==> src/rtl/sls_pkg.sv <==
package sls_pkg;
   // apb register byte offsets
   localparam logic [7:0]  OFF_CTRL       = 8'h00;
   localparam logic [7:0]  OFF_STATUS     = 8'h04;
   localparam logic [7:0]  OFF_IRQ_STAT   = 8'h08;
   localparam logic [7:0]  OFF_IRQ_MASK   = 8'h0C;
   localparam logic [7:0]  OFF_WDT        = 8'h10;
   // control fields
   localparam int          CTRL_WDT_EN    = 0;
   localparam int          CTRL_LIMIT_LSB = 8;
   localparam logic        RST_WDT_EN     = 1'h1;
   localparam logic [7:0]  RST_LIMIT      = 8'h0F;
   // status fields
   localparam int          STAT_PD        = 0;
   localparam int          STAT_TO        = 1;
   localparam int          STAT_HALTED    = 2;
   localparam logic        RST_PD         = 1'h1;
   localparam logic        RST_TO         = 1'h1;
   // interrupt event bits
   localparam int          EV_HALT        = 0;
   localparam int          EV_WAKE_WDT    = 1;
   localparam int          EV_WAKE_PIN    = 2;
   localparam int          EV_SET_ONES    = 3;
   localparam int          EV_W           = 4;
   localparam logic [3:0]  RST_IRQ_MASK   = 4'h0;
   // opcodes
   localparam logic [15:0] OP_HALT        = 16'h0003;
   localparam logic [6:0]  OP_SET_ONES    = 7'h34;
   localparam logic [7:0]  ONES_VALUE     = 8'hFF;
   // access bank split: low part in bank 0, high part in the top bank
   localparam logic [7:0]  ACCESS_SPLIT   = 8'h60;
   localparam logic [3:0]  ACCESS_LO_BANK = 4'h0;
   localparam logic [3:0]  ACCESS_HI_BANK = 4'hF;
   // instruction phases
   localparam logic [1:0]  Q_DECODE       = 2'h0;
   localparam logic [1:0]  Q_LAST         = 2'h3;
   typedef enum logic [1:0] {
      SLS_MODE_RUN  = 2'b01,
      SLS_MODE_HALT = 2'b10
   } sls_mode_t;
endpackage

==> src/rtl/sls_watchdog.sv <==
`timescale 1ns/1ns
module sls_watchdog #(
   parameter int BASE_W = 8,
   parameter int PS_W   = 8
) (
   // clock and reset
   input  wire logic              clk,
   input  wire logic              rst,
   input  wire logic              ce,
   // control
   input  wire logic              en,
   input  wire logic              clear,
   input  wire logic [PS_W-1:0]   limit,
   // state
   output logic [BASE_W-1:0]      base_cnt,
   output logic [PS_W-1:0]        ps_cnt,
   output logic                   tick
);
   import sls_pkg::*;

   if (BASE_W < 2 || PS_W < 1 || PS_W > 8) begin : g_bad_width
      $error("sls_watchdog: width out of range");
   end

   typedef struct packed {
      logic [BASE_W-1:0] base;
      logic [PS_W-1:0]   ps;
      logic              tick;
   } sls_wdt_st_t;

   sls_wdt_st_t st;
   sls_wdt_st_t next_st;

   always_comb begin
      next_st      = st;
      next_st.tick = 1'b0;
      if (clear) begin
         next_st.base = '0;
         next_st.ps   = '0;
      end else if (en) begin
         next_st.base = st.base + 1'b1;
         if (&st.base) begin
            if (st.ps >= limit) begin
               next_st.ps   = '0;
               next_st.tick = 1'b1;
            end else begin
               next_st.ps = st.ps + 1'b1;
            end
         end
      end
   end

   always_ff @(posedge clk or posedge rst) begin
      if (rst) begin
         st <= '0;
      end else if (ce) begin
         st <= next_st;
      end
   end

   assign base_cnt = st.base;
   assign ps_cnt   = st.ps;
   assign tick     = st.tick;
endmodule // sls_watchdog

==> src/rtl/sls_exec.sv <==
// Decided for this implementation: the APB interface to the registers and the register offsets.
`timescale 1ns/1ns
// Overview of operation
// - halt instruction clears the power-down flag.
// - halt instruction sets the time-out flag.
// - halt instruction clears watchdog count and its postscaler.
// - after halt the oscillator stops and no instruction runs until wake-up.
// - a watchdog wake-up from halt clears the time-out flag.
module sls_exec #(
   parameter int BASE_W = 8,
   parameter int PS_W   = 8
) (
   // clock, reset, enable
   input  wire logic        CORE_CLK,
   input  wire logic        RST,
   input  wire logic        CLK_EN,
   // apb slave
   input  wire logic        PSEL,
   input  wire logic        PENABLE,
   input  wire logic        PWRITE,
   input  wire logic [7:0]  PADDR,
   input  wire logic [31:0] PWDATA,
   output logic      [31:0] PRDATA,
   output logic             PREADY,
   output logic             PSLVERR,
   // instruction stream
   input  wire logic        INSTR_VALID,
   input  wire logic [15:0] INSTR,
   input  wire logic [3:0]  BANK_SELECT_REG,
   output logic             INSTR_TAKEN,
   // wake-up pin
   input  wire logic        WAKE_PIN,
   // data memory write
   output logic             MEM_WE,
   output logic      [11:0] MEM_ADDR,
   output logic      [7:0]  MEM_WDATA,
   // power state
   output logic             POWER_DOWN_FLAG,
   output logic             TIMEOUT_FLAG,
   output logic             HALTED,
   output logic             OSC_RUN,
   output logic             IRQ
);
   import sls_pkg::*;

   // both counts are read back through 8-bit fields of one word
   if (BASE_W < 2 || BASE_W > 8 || PS_W < 1 || PS_W > 8) begin : g_bad_width
      $error("sls_exec: watchdog widths must fit their 8-bit fields");
   end

   typedef struct packed {
      logic [1:0]         q;
      logic               busy;
      logic               is_halt;
      logic               is_ones;
      logic               acc;
      logic [7:0]         f;
      logic [3:0]         bank;
      sls_mode_t          mode;
      logic               osc_run;
      logic               pd;
      logic               to;
      logic               taken;
      logic               mem_we;
      logic [11:0]        mem_addr;
      logic [7:0]         mem_data;
      logic               wake_s1;
      logic               wake_s2;
      logic               wdt_en;
      logic [7:0]         limit;
      logic [EV_W-1:0]    irq_stat;
      logic [EV_W-1:0]    irq_mask;
      logic               irq;
      logic               pready;
      logic               pslverr;
      logic [31:0]        prdata;
   } sls_core_st_t;

   sls_core_st_t       st;
   sls_core_st_t       next_st;
   logic               wdt_clear;
   logic               wdt_tick;
   logic [BASE_W-1:0]  wdt_base;
   logic [PS_W-1:0]    wdt_ps;
   logic               exec_halt;
   logic               exec_ones;
   logic               apb_access;
   logic [4:0]         sel;
   logic [EV_W-1:0]    ev;

   // one-hot register select; all zero means unmapped
   function automatic logic [4:0] reg_sel(input logic [7:0] a);
      reg_sel = {a == OFF_WDT, a == OFF_IRQ_MASK, a == OFF_IRQ_STAT,
                 a == OFF_STATUS, a == OFF_CTRL};
   endfunction

   // file register address for the access bit
   function automatic logic [11:0] file_addr(input logic a, input logic [7:0] f,
                                             input logic [3:0] bank_select_reg);
      if (a) begin
         file_addr = {bank_select_reg, f};
      end else if (f < ACCESS_SPLIT) begin
         file_addr = {ACCESS_LO_BANK, f};
      end else begin
         file_addr = {ACCESS_HI_BANK, f};
      end
   endfunction

   sls_watchdog #(
      .BASE_W (BASE_W),
      .PS_W   (PS_W)
   ) u_wdt (
      .clk      (CORE_CLK),
      .rst      (RST),
      .ce       (CLK_EN),
      .en       (st.wdt_en),
      .clear    (wdt_clear),
      .limit    (st.limit[PS_W-1:0]),
      .base_cnt (wdt_base),
      .ps_cnt   (wdt_ps),
      .tick     (wdt_tick)
   );

   assign exec_halt  = st.mode == SLS_MODE_RUN && st.busy && st.q == Q_LAST && st.is_halt;
   assign exec_ones  = st.mode == SLS_MODE_RUN && st.busy && st.q == Q_LAST && st.is_ones;
   assign apb_access = PSEL && PENABLE && st.pready;
   assign sel        = reg_sel(PADDR);
   assign wdt_clear  = exec_halt;

   always_comb begin
      next_st        = st;
      next_st.taken  = 1'b0;
      next_st.mem_we = 1'b0;
      ev             = '0;
      // wake pin crosses in from outside the clock
      next_st.wake_s1 = WAKE_PIN;
      next_st.wake_s2 = st.wake_s1;
      unique case (st.mode)
         SLS_MODE_RUN: begin
            next_st.q = st.q + 2'h1;
            if (st.q == Q_DECODE && INSTR_VALID) begin
               next_st.busy    = 1'b1;
               next_st.taken   = 1'b1;
               next_st.is_halt = INSTR == OP_HALT;
               next_st.is_ones = INSTR[15:9] == OP_SET_ONES;
               next_st.acc     = INSTR[8];
               next_st.f       = INSTR[7:0];
               next_st.bank    = BANK_SELECT_REG;
            end
            if (st.q == Q_LAST) begin
               next_st.busy = 1'b0;
            end
            if (exec_ones) begin
               // flags deliberately left alone
               next_st.mem_we   = 1'b1;
               next_st.mem_addr = file_addr(st.acc, st.f, st.bank);
               next_st.mem_data = ONES_VALUE;
               ev[EV_SET_ONES]  = 1'b1;
            end
            if (exec_halt) begin
               next_st.pd      = 1'b0;
               next_st.to      = 1'b1;
               next_st.mode    = SLS_MODE_HALT;
               next_st.osc_run = 1'b0;
               ev[EV_HALT]     = 1'b1;
            end
         end
         SLS_MODE_HALT: begin
            // phase counter frozen: no instruction advances while halted
            if (wdt_tick) begin
               next_st.to       = 1'b0;
               next_st.mode     = SLS_MODE_RUN;
               next_st.osc_run  = 1'b1;
               next_st.q        = Q_DECODE;
               ev[EV_WAKE_WDT]  = 1'b1;
            end else if (st.wake_s2) begin
               next_st.mode     = SLS_MODE_RUN;
               next_st.osc_run  = 1'b1;
               next_st.q        = Q_DECODE;
               ev[EV_WAKE_PIN]  = 1'b1;
            end
         end
      endcase
      // apb: answer in the first access cycle
      next_st.pready = PSEL && !PENABLE;
      if (PSEL && !PENABLE) begin
         next_st.pslverr = sel == 5'h00;
         next_st.prdata  = 32'h0000_0000;
         if (sel[0]) next_st.prdata = {16'h0000, st.limit, 7'h00, st.wdt_en};
         if (sel[1]) next_st.prdata = {29'h0, st.mode == SLS_MODE_HALT, st.to, st.pd};
         if (sel[2]) next_st.prdata = {28'h0, st.irq_stat};
         if (sel[3]) next_st.prdata = {28'h0, st.irq_mask};
         if (sel[4]) next_st.prdata = {16'h0000, 8'(wdt_ps), 8'(wdt_base)};
      end
      if (apb_access && PWRITE && sel[0]) begin
         next_st.wdt_en = PWDATA[CTRL_WDT_EN];
         next_st.limit  = PWDATA[CTRL_LIMIT_LSB +: 8];
      end
      if (apb_access && PWRITE && sel[3]) begin
         next_st.irq_mask = PWDATA[EV_W-1:0];
      end
      if (apb_access && !PWRITE && sel[2]) begin
         next_st.irq_stat = '0;
      end
      // a new event wins over the read clear
      next_st.irq_stat = next_st.irq_stat | ev;
      next_st.irq      = |(next_st.irq_stat & next_st.irq_mask);
   end

   always_ff @(posedge CORE_CLK or posedge RST) begin
      if (RST) begin
         st          <= '0;
         st.mode     <= SLS_MODE_RUN;
         st.osc_run  <= 1'b1;
         st.pd       <= RST_PD;
         st.to       <= RST_TO;
         st.wdt_en   <= RST_WDT_EN;
         st.limit    <= RST_LIMIT;
         st.irq_mask <= RST_IRQ_MASK;
      end else if (CLK_EN) begin
         st <= next_st;
      end
   end

   assign PRDATA          = st.prdata;
   assign PREADY          = st.pready;
   assign PSLVERR         = st.pslverr;
   assign INSTR_TAKEN     = st.taken;
   assign MEM_WE          = st.mem_we;
   assign MEM_ADDR        = st.mem_addr;
   assign MEM_WDATA       = st.mem_data;
   assign POWER_DOWN_FLAG = st.pd;
   assign TIMEOUT_FLAG    = st.to;
   // one-hot: bit 1 is the halt state, so the pin comes straight from a flop
   assign HALTED          = st.mode[1];
   assign OSC_RUN         = st.osc_run;
   assign IRQ             = st.irq;
endmodule // sls_exec

==> config.mk <==
export PLATFORM = sky130hd
export DESIGN_NAME = sls_exec
export DESIGN_NICKNAME = d
export VERILOG_FILES = /design/src/rtl/sls_pkg.sv /design/src/rtl/sls_watchdog.sv /design/src/rtl/sls_exec.sv
export SDC_FILE = /design/constraint.sdc
export NUM_CORES = 1
export LEC_CHECK = 0
export BUFFER_PORTS_ARGS = -buffer_cell sky130_fd_sc_hd__buf_2
export CAP_MARGIN = 30
export CORE_ASPECT_RATIO = 1.5
export CORE_MARGIN = 2
export CORE_UTILIZATION = 50
export DETAILED_ROUTE_END_ITERATION = 8
export PLACE_DENSITY = 0.77
export SYNTH_ARGS = -nofsm -noshare
export SYNTH_HDL_FRONTEND = slang
export SYNTH_SLANG_ARGS = --single-unit
==> constraint.sdc <==
create_clock -name CORE_CLK -period 4.5 [get_ports CORE_CLK]
set_input_delay 0.675 -clock CORE_CLK [delete_from_list [all_inputs] [get_ports CORE_CLK]]
set_output_delay 0.675 -clock CORE_CLK [all_outputs]
set_load 0.1 [all_outputs]
==> metrics <==
run status completed; per-instance average area after synthesis between 9 and 10 µm²; die outline height about 120 µm; min cycle time layout around 2400 ps; vias after detailed routing around 3500; net count reported at finish about 600; Distinct cells, synth 51; clock buffer count from CTS 9; Detailed Route WL between 9000 and 10000 µm; Worst path slowest cell sky130_fd_sc_hd__and3_1; ports placed on the boundary between 100 and 150; share of post-route cells with drive strength above 1 27.44%; Critical Path Max Stage Delay 690 ps; number of remaining DRC errors 0; met3 wire len 373 µm; maximum vdd ir drop ~220 µV; sequential element share of the synthesized area 48.48%; number of instances resized during post-cts repair 0; arrival time of the worst setup path 2700 ps; most common cell after layout, fill and taps aside sky130_fd_sc_hd__buf_2; Tcrit/Tclk final 53.91%; Syn Inst Count 484; critical path capture point type flip-flop; Cell Area, Synth 4770 µm²; Yosys Warn Count 0; maximum number of pins on one net before global-route repair 48; biggest fanout along the worst timing path 16; crit path buf inv count 1; per-cell via count in the routed design 5.394; met2 WL post-DR ~5000 µm; Setup-failing EPs final 0; fmax 412.2 MHz; ordered cell list for the critical path buf_2 -> nor3_1 -> nand2_2 -> nor2_4 -> and3_1 -> mux2_1; HPWL after detailed placement between 6000 and 7000 µm; top layer reached by signal wires met4; sort of element at the start of the critical path input port; Total GRT Usage a little under a fifth; count of flip-flops with a built-in enable after synthesis 0; RSZ-0062 raised after global routing false; clock root buffer master sky130_fd_sc_hd__clkbuf_16; slew at the pin with the worst max-slew slack about 880 ps; floorplan die area slightly above 10000 µm²; power per standard cell area around 340 nW/µm²; final count of hold timing violations 0; number of rows created at floorplan 43; path type of the worst min-delay path in2async; TritonCTS clock tree yes; area added between synthesis and finish 10.73%; Worst Setup Path Type in2reg; setup_tns 0 ps; final weighted congestion in routability-driven placement approximately 0.81; top cell family by delay on the critical path simple AND/OR/NAND/NOR gates; clock-pin transition on the worst setup and hold timing paths 60 ps; Initial Util between 50% and 60%; final standard cell utilization of the core between 50% and 60%; Leak 2.753 nW; global-route wire length before repair around 16000 µm; number of buffers between clock root and the deepest sink 2; number of antenna violations at the first check in global routing 0; register bit total from synthesis about 90; commonest cells after routing, fill and taps aside sky130_fd_sc_hd__buf_2 (92), sky130_fd_sc_hd__nand2_1 (86), sky130_fd_sc_hd__dfrtp_1 (84), sky130_fd_sc_hd__o21ai_0 (44), sky130_fd_sc_hd__nor2_1 (19); number of global-route vias before repair approximately 3400; post-route met1 wirelength 3832 µm; worst-case clock skew 5.112 ps; H-Tree Depth 3; iteration count of the initial detailed-routing pass 4; global route total overflow 0; most frequently used flop master after synthesis sky130_fd_sc_hd__dfrtp_1; final antenna-violating net count 0; number of port buffers 92; number of diodes 0; number of sinks handled by clock tree synthesis between 90 and 100; hold buffer count at cts 0; Post-synth ARST share 100.0%; Iteration-0 DRC Markers roughly 150; fill count 812; DIE WIDTH around 84 µm; Placeable Area 9254 µm²; max-cap check violation count 0; Clock Latency Late Sink around 340 ps; tightest slew margin relative to the limit around two fifths; number of max-slew violations in the final report 0; Post-CTS Repair Setup Buffers 0; Data required, critical path between 4000 and 5000 ps; average routed wire per standard cell 14.48 µm
==> where the power goes <==
part	internal, mW	switching (mW)
registers	0.839	0.00799
clock network	0.459	0.309
logic	0.0348	0.131
total	1.33	0.448
==> area by class of cell <==
cell class | instances | area, µm² | share of cell area (%)
Sequential cell | 92 | 2312 | 43.78
Multi-Input combinational cell | 326 | 1984 | 37.57
Timing Repair Buffer | 94 | 483.0 | 9.145
Clock buffer | 12 | 256.5 | 4.857
Tap cell | 112 | 140.1 | 2.653
Inverter | 15 | 57.56 | 1.090
Clock inverter | 4 | 47.55 | 0.9003
==> synth_stat cells (all sizes together) (4+ instances only) <==
cell type | count | area share, %
nor4 | 5 | 0.97
nor3 | 4 | 0.42
nand4 | 9 | 1.2
buf | 57 | 9.2
nand3 | 5 | 0.52
a32o | 5 | 1.0
nor2 | 22 | 2.1
inv | 15 | 1.2
clkbuf | 9 | 0.71
mux2 | 18 | 4.2
dfrtp | 84 | 44
dfstp | 8 | 4.4
o21ai | 50 | 5.6
and3 | 10 | 1.3
nand2 | 90 | 7.3
a22o | 8 | 1.5
a21oi | 10 | 1.0
nor2b | 9 | 1.2
ha | 12 | 3.1
mux2i | 7 | 1.5
a22oi | 11 | 1.7
nand2b | 5 | 0.66
==> sequential cells by signal (all words and copies together) (netlist names) <==
| register | count |
|---|---|
| PREADY | 1 |
| MEM_WE | 1 |
| POWER_DOWN_FLAG | 1 |
| MEM_WDATA | 1 |
| PRDATA | 16 |
| st | 37 |
| IRQ | 1 |
| u_wdt.ps_cnt | 8 |
| next_st | 1 |
| u_wdt.tick | 1 |
| INSTR_TAKEN | 1 |
| HALTED | 1 |
| MEM_ADDR | 12 |
| u_wdt.base_cnt | 8 |
| TIMEOUT_FLAG | 1 |
| PSLVERR | 1 |
==> logic make-up (layout without fill, tap and decap cells) <==
family	count (synthesis)	in the layout	share of synthesized area, %
buf+inv	81	125	11.10
xor+xnor	5	5	0.9183
compound gates	98	98	13.12
simple gates	170	170	17.44
fa+ha+maj	12	12	3.148
other cells	1	16	0.07862
flops	92	92	48.48
mux	25	25	5.719
==> final timing paths <==
kind / cells after the start / to / from / slack [ps]
hold reg to reg: 2 / PRDATA[14] / PRDATA[14] / 470
max in group asynchronous: 3 / st[83] / RST / 2990
setup reg to reg: 7 / u_wdt.ps_cnt[0] / st[43] / 2270
min in group CORE_CLK: 2 / PRDATA[14] / PRDATA[14] / 470
setup / recovery: 6 / st[43] / PADDR[1] / 2070
hold / removal: 2 / MEM_ADDR[0] / RST / 440
==> worst register-to-register path, stage by stage, from the launching register on <==
cell                       delay [ps]
sky130_fd_sc_hd__dfstp_2          550
sky130_fd_sc_hd__ha_1             230
sky130_fd_sc_hd__nand2b_1         140
sky130_fd_sc_hd__a2111o_1         400
sky130_fd_sc_hd__a31oi_1          280
sky130_fd_sc_hd__o21ai_2          190
sky130_fd_sc_hd__nor2_4           200
sky130_fd_sc_hd__mux2_2           180
==> metrics by stage <==
| step | power [mW] | area [µm²] | std cells | hold slack (ps) | worst slack (ps) |
|---|---|---|---|---|---|
| after floorplan | 0.9986 | 4826 | 499 | 441.7 | 1446 |
| after CTS | 1.797 | 5281 | 655 | 478.4 | 2061 |
| after global routing | 1.841 | 5281 | 655 | 497.5 | 1941 |
| after global placement | 1.025 | 4962 | 638 | 455.7 | 1724 |
| after detailed placement | 1.030 | 4977 | 639 | 463.2 | 1693 |
| final | 1.780 | 5281 | 655 | 442.8 | 2074 |
==> layer usage <==
layer / global-route usage (%) / vias up
met5: 0 / -
met4: 8.669 / 0
met3: 3.512 / 12
met2: 33.95 / 82
met1: 21.78 / 1712
li1: - / 1727
No activity file was read; power rests on OpenSTA's default activity.
